===== src/verilog/pea_pkg.sv =====
// Constants, timing figures and state codes shared by the parallel memory host controller.
package pea_pkg;

  // Pin widths and page layout of the attached 8K x 8 memory.
  localparam int ADDR_W     = 13;
  localparam int DATA_W     = 8;
  localparam int PAGE_LSB   = 6;
  localparam int PAGE_W     = ADDR_W - PAGE_LSB;
  localparam int PAGE_BYTES = 64;
  localparam int CNT_W      = 7;

  // Positions of the two end-of-write status bits on the byte lines.
  localparam int POLL_BIT   = 7;
  localparam int TOGGLE_BIT = 6;

  // Clock and timing figures; cycles per microsecond come first so the long limit fits 32 bits.
  localparam int CLK_PERIOD_PS = 4000;
  localparam int LOAD_WIN_US   = 100;
  localparam int PROG_TMO_US   = 10000;
  localparam int LOAD_WIN_CYC  = LOAD_WIN_US * ((1000 * 1000) / CLK_PERIOD_PS);
  localparam int PROG_TMO_CYC  = PROG_TMO_US * ((1000 * 1000) / CLK_PERIOD_PS);

  // Pin phase lengths in clock cycles; plain defaults for the bus timing.
  localparam int SETUP_CYC   = 2;
  localparam int WE_LOW_CYC  = 25;
  localparam int RD_CYC      = 16;
  localparam int SYNC_STAGES = 2;
  localparam int RECOVER_CYC = 2;
  localparam int WIN_MARGIN  = SETUP_CYC + 2;

  // Controller states.
  typedef enum logic [2:0] {
    S_IDLE   = 3'b000,
    S_WR_SET = 3'b001,
    S_WR_LOW = 3'b010,
    S_WR_END = 3'b011,
    S_PAGE   = 3'b100,
    S_RD_ACT = 3'b101,
    S_RD_END = 3'b110
  } pea_state_t;

endpackage


===== src/verilog/pea_host.sv =====
// Host controller that drives a byte-wide electrically erasable memory through its pins.
//
// Contract
// - A write uses chip select and store strobe low with output enable high.
// - Further bytes may extend a write into a page of up to 64 bytes.
// - All bytes of a page share location bits six through twelve.
// - Each next byte's strobe fall comes within 100 us of the previous fall.
`timescale 1ns/1ps

module pea_host #(
  parameter int unsigned LOAD_WIN_CYC = pea_pkg::LOAD_WIN_CYC,
  parameter int unsigned PROG_TMO_CYC = pea_pkg::PROG_TMO_CYC
) (
  input  wire logic                       core_clk,
  input  wire logic                       srst,
  input  wire logic                       cmd_valid,
  input  wire logic                       cmd_write,
  input  wire logic [pea_pkg::ADDR_W-1:0] cmd_addr,
  input  wire logic [pea_pkg::DATA_W-1:0] cmd_wdata,
  output logic                            cmd_ready,
  output logic                            rsp_valid,
  output logic      [pea_pkg::DATA_W-1:0] rsp_rdata,
  output logic                            wr_done,
  output logic                            wr_timeout,
  output logic                            mem_ce_n,
  output logic                            mem_oe_n,
  output logic                            mem_we_n,
  output logic      [pea_pkg::ADDR_W-1:0] location_select_lines,
  output logic      [pea_pkg::DATA_W-1:0] byte_lines_out,
  output logic                            byte_lines_oe_n,
  input  wire logic [pea_pkg::DATA_W-1:0] byte_lines_in,
  input  wire logic                       supply_low
);
  import pea_pkg::*;

  logic [DATA_W-1:0] bl_meta_r;
  logic [DATA_W-1:0] bl_sync_r;
  logic              sl_meta_r;
  logic              sl_sync_r;

  pea_state_t        state_r,    state_nxt;
  logic [CNT_W-1:0]  cnt_r,      cnt_nxt;
  logic [31:0]       win_r,      win_nxt;
  logic [31:0]       poll_r,     poll_nxt;
  logic [CNT_W-1:0]  nbytes_r,   nbytes_nxt;
  logic [PAGE_W-1:0] page_r,     page_nxt;
  logic [DATA_W-1:0] last_r,     last_nxt;
  logic              polling_r,  polling_nxt;
  logic              have_r,     have_nxt;
  logic              prev6_r,    prev6_nxt;
  logic              ready_r,    ready_nxt;
  logic              rvalid_r,   rvalid_nxt;
  logic [DATA_W-1:0] rdata_r,    rdata_nxt;
  logic              done_r,     done_nxt;
  logic              tmo_r,      tmo_nxt;
  logic              ce_n_r,     ce_n_nxt;
  logic              oe_n_r,     oe_n_nxt;
  logic              we_n_r,     we_n_nxt;
  logic [ADDR_W-1:0] addr_r,     addr_nxt;
  logic [DATA_W-1:0] dout_r,     dout_nxt;
  logic              doe_n_r,    doe_n_nxt;

  logic              take;
  logic              fits;
  logic              time_ok;

  // Pin inputs come from the memory's own timing, so both pass two flops first.
  always_ff @(posedge core_clk) begin
    if (srst) begin
      bl_meta_r <= '0;
      bl_sync_r <= '0;
      sl_meta_r <= 1'b1;
      sl_sync_r <= 1'b1;
    end else begin
      bl_meta_r <= byte_lines_in;
      bl_sync_r <= bl_meta_r;
      sl_meta_r <= supply_low;
      sl_sync_r <= sl_meta_r;
    end
  end

  // A further byte only joins the open page if it keeps the page bits and fits.
  assign take    = cmd_valid && ready_r;
  assign fits    = cmd_write && (cmd_addr[ADDR_W-1:PAGE_LSB] == page_r)
                   && (nbytes_r < CNT_W'(PAGE_BYTES));
  // The margin covers the ready and take cycles and the set-up phase, so the strobe falls at least one cycle inside the window.
  assign time_ok = (win_r + 32'(WIN_MARGIN)) < LOAD_WIN_CYC;

  // Next-state logic for the pin sequencer, page tracker and status poller.
  always_comb begin
    state_nxt   = state_r;
    cnt_nxt     = cnt_r;
    win_nxt     = win_r;
    poll_nxt    = poll_r;
    nbytes_nxt  = nbytes_r;
    page_nxt    = page_r;
    last_nxt    = last_r;
    polling_nxt = polling_r;
    have_nxt    = have_r;
    prev6_nxt   = prev6_r;
    rvalid_nxt  = 1'b0;
    rdata_nxt   = rdata_r;
    done_nxt    = 1'b0;
    tmo_nxt     = tmo_r;
    ce_n_nxt    = ce_n_r;
    oe_n_nxt    = oe_n_r;
    we_n_nxt    = we_n_r;
    addr_nxt    = addr_r;
    dout_nxt    = dout_r;
    doe_n_nxt   = doe_n_r;
    case (state_r)
      S_IDLE, S_PAGE: begin
        if (state_r == S_PAGE) begin
          win_nxt = win_r + 32'd1;
        end
        if (take && cmd_write) begin
          // Select first with the strobe high, so the strobe fall is the later edge.
          addr_nxt   = cmd_addr;
          dout_nxt   = cmd_wdata;
          last_nxt   = cmd_wdata;
          page_nxt   = cmd_addr[ADDR_W-1:PAGE_LSB];
          nbytes_nxt = (state_r == S_PAGE) ? nbytes_r + CNT_W'(1) : CNT_W'(1);
          ce_n_nxt   = 1'b0;
          oe_n_nxt   = 1'b1;
          doe_n_nxt  = 1'b0;
          tmo_nxt    = 1'b0;
          cnt_nxt    = '0;
          state_nxt  = S_WR_SET;
        end else if (take) begin
          addr_nxt    = cmd_addr;
          ce_n_nxt    = 1'b0;
          oe_n_nxt    = 1'b0;
          polling_nxt = 1'b0;
          cnt_nxt     = '0;
          state_nxt   = S_RD_ACT;
        end else if (state_r == S_PAGE && win_r >= LOAD_WIN_CYC) begin
          // The window has run out, so the memory is programming; start polling.
          addr_nxt    = addr_r;
          ce_n_nxt    = 1'b0;
          oe_n_nxt    = 1'b0;
          polling_nxt = 1'b1;
          have_nxt    = 1'b0;
          poll_nxt    = '0;
          cnt_nxt     = '0;
          state_nxt   = S_RD_ACT;
        end
      end
      S_WR_SET: begin
        cnt_nxt = cnt_r + CNT_W'(1);
        if (state_r == S_WR_SET && nbytes_r > CNT_W'(1)) begin
          win_nxt = win_r + 32'd1;
        end
        if (cnt_r == CNT_W'(SETUP_CYC - 1)) begin
          we_n_nxt  = 1'b0;
          win_nxt   = '0;
          cnt_nxt   = '0;
          state_nxt = S_WR_LOW;
        end
      end
      S_WR_LOW: begin
        cnt_nxt = cnt_r + CNT_W'(1);
        win_nxt = win_r + 32'd1;
        if (cnt_r == CNT_W'(WE_LOW_CYC - 1)) begin
          we_n_nxt  = 1'b1;
          cnt_nxt   = '0;
          state_nxt = S_WR_END;
        end
      end
      S_WR_END: begin
        // Data and select stay put past the strobe rise, the earlier rising edge.
        cnt_nxt = cnt_r + CNT_W'(1);
        win_nxt = win_r + 32'd1;
        if (cnt_r == CNT_W'(RECOVER_CYC - 1)) begin
          ce_n_nxt  = 1'b1;
          doe_n_nxt = 1'b1;
          cnt_nxt   = '0;
          state_nxt = S_PAGE;
        end
      end
      S_RD_ACT: begin
        cnt_nxt = cnt_r + CNT_W'(1);
        if (polling_r) begin
          poll_nxt = poll_r + 32'd1;
        end
        if (cnt_r == CNT_W'(RD_CYC + SYNC_STAGES - 1)) begin
          ce_n_nxt  = 1'b1;
          oe_n_nxt  = 1'b1;
          cnt_nxt   = '0;
          state_nxt = S_RD_END;
          if (!polling_r) begin
            rvalid_nxt = 1'b1;
            rdata_nxt  = bl_sync_r;
          end else if (have_r && bl_sync_r[TOGGLE_BIT] == prev6_r
                       && bl_sync_r[POLL_BIT] == last_r[POLL_BIT]) begin
            // Both methods agree, so programming is over.
            done_nxt    = 1'b1;
            polling_nxt = 1'b0;
          end else if (poll_r >= PROG_TMO_CYC) begin
            done_nxt    = 1'b1;
            tmo_nxt     = 1'b1;
            polling_nxt = 1'b0;
          end else begin
            prev6_nxt = bl_sync_r[TOGGLE_BIT];
            have_nxt  = 1'b1;
          end
        end
      end
      S_RD_END: begin
        // Selects go high between polls so that each poll is a separate read.
        cnt_nxt = cnt_r + CNT_W'(1);
        if (polling_r) begin
          poll_nxt = poll_r + 32'd1;
        end
        if (cnt_r == CNT_W'(RECOVER_CYC - 1)) begin
          cnt_nxt = '0;
          if (polling_r) begin
            ce_n_nxt  = 1'b0;
            oe_n_nxt  = 1'b0;
            state_nxt = S_RD_ACT;
          end else begin
            state_nxt = S_IDLE;
          end
        end
      end
      default: begin
        state_nxt = S_IDLE;
        ce_n_nxt  = 1'b1;
        oe_n_nxt  = 1'b1;
        we_n_nxt  = 1'b1;
        doe_n_nxt = 1'b1;
      end
    endcase
    // Ready rises a cycle after an acceptable request appears; writes wait out supply-low.
    ready_nxt = cmd_valid && !take && (!cmd_write || !sl_sync_r)
                && ((state_nxt == S_IDLE)
                    || (state_nxt == S_PAGE && fits && time_ok && !sl_sync_r));
  end

  // Registers; every pin and answer output is taken straight from here.
  always_ff @(posedge core_clk) begin
    if (srst) begin
      state_r   <= S_IDLE;
      cnt_r     <= '0;
      win_r     <= '0;
      poll_r    <= '0;
      nbytes_r  <= '0;
      page_r    <= '0;
      last_r    <= '0;
      polling_r <= 1'b0;
      have_r    <= 1'b0;
      prev6_r   <= 1'b0;
      ready_r   <= 1'b0;
      rvalid_r  <= 1'b0;
      rdata_r   <= '0;
      done_r    <= 1'b0;
      tmo_r     <= 1'b0;
      ce_n_r    <= 1'b1;
      oe_n_r    <= 1'b1;
      we_n_r    <= 1'b1;
      addr_r    <= '0;
      dout_r    <= '0;
      doe_n_r   <= 1'b1;
    end else begin
      state_r   <= state_nxt;
      cnt_r     <= cnt_nxt;
      win_r     <= win_nxt;
      poll_r    <= poll_nxt;
      nbytes_r  <= nbytes_nxt;
      page_r    <= page_nxt;
      last_r    <= last_nxt;
      polling_r <= polling_nxt;
      have_r    <= have_nxt;
      prev6_r   <= prev6_nxt;
      ready_r   <= ready_nxt;
      rvalid_r  <= rvalid_nxt;
      rdata_r   <= rdata_nxt;
      done_r    <= done_nxt;
      tmo_r     <= tmo_nxt;
      ce_n_r    <= ce_n_nxt;
      oe_n_r    <= oe_n_nxt;
      we_n_r    <= we_n_nxt;
      addr_r    <= addr_nxt;
      dout_r    <= dout_nxt;
      doe_n_r   <= doe_n_nxt;
    end
  end

  assign cmd_ready             = ready_r;
  assign rsp_valid             = rvalid_r;
  assign rsp_rdata             = rdata_r;
  assign wr_done               = done_r;
  assign wr_timeout            = tmo_r;
  assign mem_ce_n              = ce_n_r;
  assign mem_oe_n              = oe_n_r;
  assign mem_we_n              = we_n_r;
  assign location_select_lines = addr_r;
  assign byte_lines_out        = dout_r;
  assign byte_lines_oe_n       = doe_n_r;

endmodule


===== config.mk =====
export PLATFORM = sky130hd
export DESIGN_NAME = pea_host
export DESIGN_NICKNAME = d
export VERILOG_FILES = /design/src/verilog/pea_pkg.sv /design/src/verilog/pea_host.sv
export SDC_FILE = /design/constraint.sdc
export NUM_CORES = 1
export LEC_CHECK = 0
export ABC_CLOCK_PERIOD_IN_PS = 3100
export BUFFER_PORTS_ARGS = -buffer_cell sky130_fd_sc_hd__buf_2
export CORE_MARGIN = 1.5
export CORE_UTILIZATION = 55
export DETAILED_ROUTE_END_ITERATION = 10
export PLACE_DENSITY_LB_ADDON = 0.2
export SYNTH_ARGS = -nofsm -noshare
export SYNTH_HDL_FRONTEND = slang
export SYNTH_SLANG_ARGS = --single-unit

===== constraint.sdc =====
create_clock -name core_clk -period 3.1 [get_ports core_clk]
set_input_delay 0.155 -clock core_clk [delete_from_list [all_inputs] [get_ports core_clk]]
set_output_delay 0.155 -clock core_clk [all_outputs]
set_load 0.02 [all_outputs]

==> results.md <==
- Row count: 42
- Critical Path Sink: cmd_ready
- Initial DRC Count: 668
- Synth Flop Type: dfxtp_1
- Final TNS setup: 0 ps
- Post-synthesis xor/xnor area fraction: 8.35%
- Routability-driven placement congestion ratio: 0.914
- Antenna violations before repair: 0
- DIE WIDTH: 120 um
- Final Max Tran Viols: 0
- Endpoints failing hold: 0
- Fin nets: 1058
- Tot Pwr: 4.28 mW
- Critical Path Fanout Max: 10
- Setup Crit Path Kind: reg2reg
- Slew @ Worst Pin: 925 ps
- Vias in the first global route: 6521
- Clk_lat worst skew: 430 ps
- Slew margin rel.: 38.3%
- CTS sink count: 146
- Most frequent cells in the layout: 146 x dfxtp_1, 110 x nand2_1, 99 x nor2_1
- DRT Pass-1 Iters: 6
- Final global-route overflow total: 0
- Ratio of cells with drive above 1 in the final layout: 14.0%
- Largest net degree at the start of global routing: 74
- Die area: 14400 um2
- Crit path launch: win_r[3]
- Min cycle time layout: 2740 ps
- Count of input and output buffers: 70
- Final worst path period share: 88.4%
- Peak supply drop: 0.000500 V
- CTS root buf: clkbuf_16
- Gr usage total: 26.3%
- RSZ-0062 raised after global routing: false
- Leading cell type in the layout, fill and taps excluded: dfxtp_1
- Core area: 13300 um2
- Via density: 5.76
- Clock Skews: 11.7 ps
- Placed cell count: 1136
- First-pass GRT wire length: 30800 um
- Synth warnings: 0
- WL/cell: 15.3 um
- Clock Pin Slew Worst Setup and Hold Paths: 70 ps
- Yosys cell types: 73
- Area Growth Syn to Fin: 18.0%
- Mapped Nets: 983
- Max_cap viols: 0
- Status: finished, final reports clean
- Fmax: 0.365 GHz
- Setup violators final: 0
- Htree depth: 4
- Seq cells post-synth: 146
- Initial core utilization: 56.6%
- Ports: 71
- Mux contribution to synthesized area: 1.59%
- WL final: 18400 um
- Cell Pwr Density: 481 nW/um2
- Reg-to-reg endpoint: cmd_ready
- DRC viols: 0
- Vias: 6905
- Number of synthesized flops with an enable pin: 0
- Reg2reg setup slack: 360 ps
- Critical Path RT: 3460 ps
- Antenna cell count: 0
- Worst Reg-to-Reg Cells: 8
- Num CTS Buffers: 17
- Complex-gate fraction of the synthesized area: 15.0%
- Finished Layout Cells: 1198
- Adder-cell share of the synthesized area: 2.48%
- Mapped Area: 7550 um2
- Vert. Die Dim: 120 um
- Post-synthesis cell count: 934
- Simple-Gate Fraction of Synth Area: 28.8%
- Fraction of registers with async set/reset: 0%
- Crit. End Element: flip-flop
- Syn Area/Cell: 8.09 um2
- Largest family of logic cells by synthesized area: simple AND/OR/NAND/NOR gates
- Lkg Pwr: 3.27 nW
- CTS resizes: 0
- Post-synthesis sequential area ratio: 38.7%
- CTS tree: yes
- R2r startpoint: win_r[3]
- Element type at the critical path start: flip-flop
- Crit path DAT: 3100 ps
- Post-DP HPWL: 11900 um
- Hold Path Class: in2reg
- Post-route ant nets: 0
- Max clock buf depth: 2
==> how the worst min path moves through the flow <==
stage | depth (start not counted) | start | slack [ps] | end
2_1_floorplan | 1 | supply_low | 260 | sl_meta_r
3_3_place_gp | 2 | supply_low | 340 | sl_meta_r
3_5_place_dp | 2 | supply_low | 340 | sl_meta_r
4_1_cts | 2 | srst | 2 | win_r[1]
5_1_grt | 2 | srst | 10 | win_r[1]
6_report | 2 | srst | 10 | win_r[1]
==> registers in the layout, indices dropped and copies added, names as in the netlist, 3 cells and up <==
register,count
win_r,32
byte_lines_out,8
cnt_r,7
location_select_lines,13
nbytes_r,7
bl_meta_r,8
page_r,7
rsp_rdata,8
state_r,3
poll_r,32
bl_sync_r,8
==> synthesized netlist by cell type (all sizes together) (18+ instances only) <==
master  count  area, um2
nor4       24        186
xnor2      49        429
o21ai      30        150
buf        19        114
a21oi      71        355
nand4      36        259
clkbuf     45        169
inv        28        105
dfxtp     146       2920
nor2b      18        113
xor2       23        201
nor3       22        110
nand2     110        413
nand3      32        160
nor2       99        372
==> through the flow <==
| step | hold WS, ps | utilization, % | setup slack, ps | instance area (um2) |
|---|---|---|---|---|
| 2_1_floorplan | 259 | - | 384 | 7550 |
| 3_3_place_gp | 339 | 59.9 | 438 | 8000 |
| 3_5_place_dp | 343 | 59.9 | 405 | 8000 |
| 4_1_cts | 1.88 | 66.8 | 359 | 8910 |
| 5_1_grt | 10.6 | 66.8 | 11.8 | 8910 |
| 6_report | 14.7 | 66.8 | 361 | 8910 |
==> per-layer routing <==
layer  vias up  track usage, %  part of all wire (%)
met5         -               0                     0
met4         0            8.04                   1.4
met3        21            5.99                   6.4
met2       220            42.8                    47
met1      3233            34.8                    45
li1       3431               -                     -
==> what timing repair did <==
action,CTS,global route
hold buffers,30,0
setup buffers,0,0
endpoints found under the hold margin,37,0
setup endpoints to repair,0,0
==> cell type report <==
class	count	area (um2)
clock buffer	17	425
clock inverter	15	189
fill	1120	4440
inverter	28	105
multi-input combinational	696	4250
sequential	146	2920
tap	176	220
timing repair buffer	120	801
==> critical path, cell delays in order, from the launching register on <==
cell and delay, ps:
dfxtp_1 530, ha_1 340, and4_1 390, nand4_1 200
o21ai_0 190, or4b_1 450, nor4_1 270, nand4_1 130
a21oi_1 180
==> where the power goes <==
part           leakage [nW]  switching, mW  internal (mW)  total [mW]
registers              1.18         0.0140           1.90        1.91
logic                  1.79          0.120         0.0924       0.213
clock network         0.302          0.930           1.23        2.16
==> kinds of logic after synthesis <==
kind of cell / Yosys count
adders and majority gates: 15
AOI/OAI and AO/OA: 178
xor gates and xnor gates: 72
buffers and inverters: 92
muxes: 12
and+or+nand+nor: 419
DFF: 146
Power figures use the tool's default switching activity.
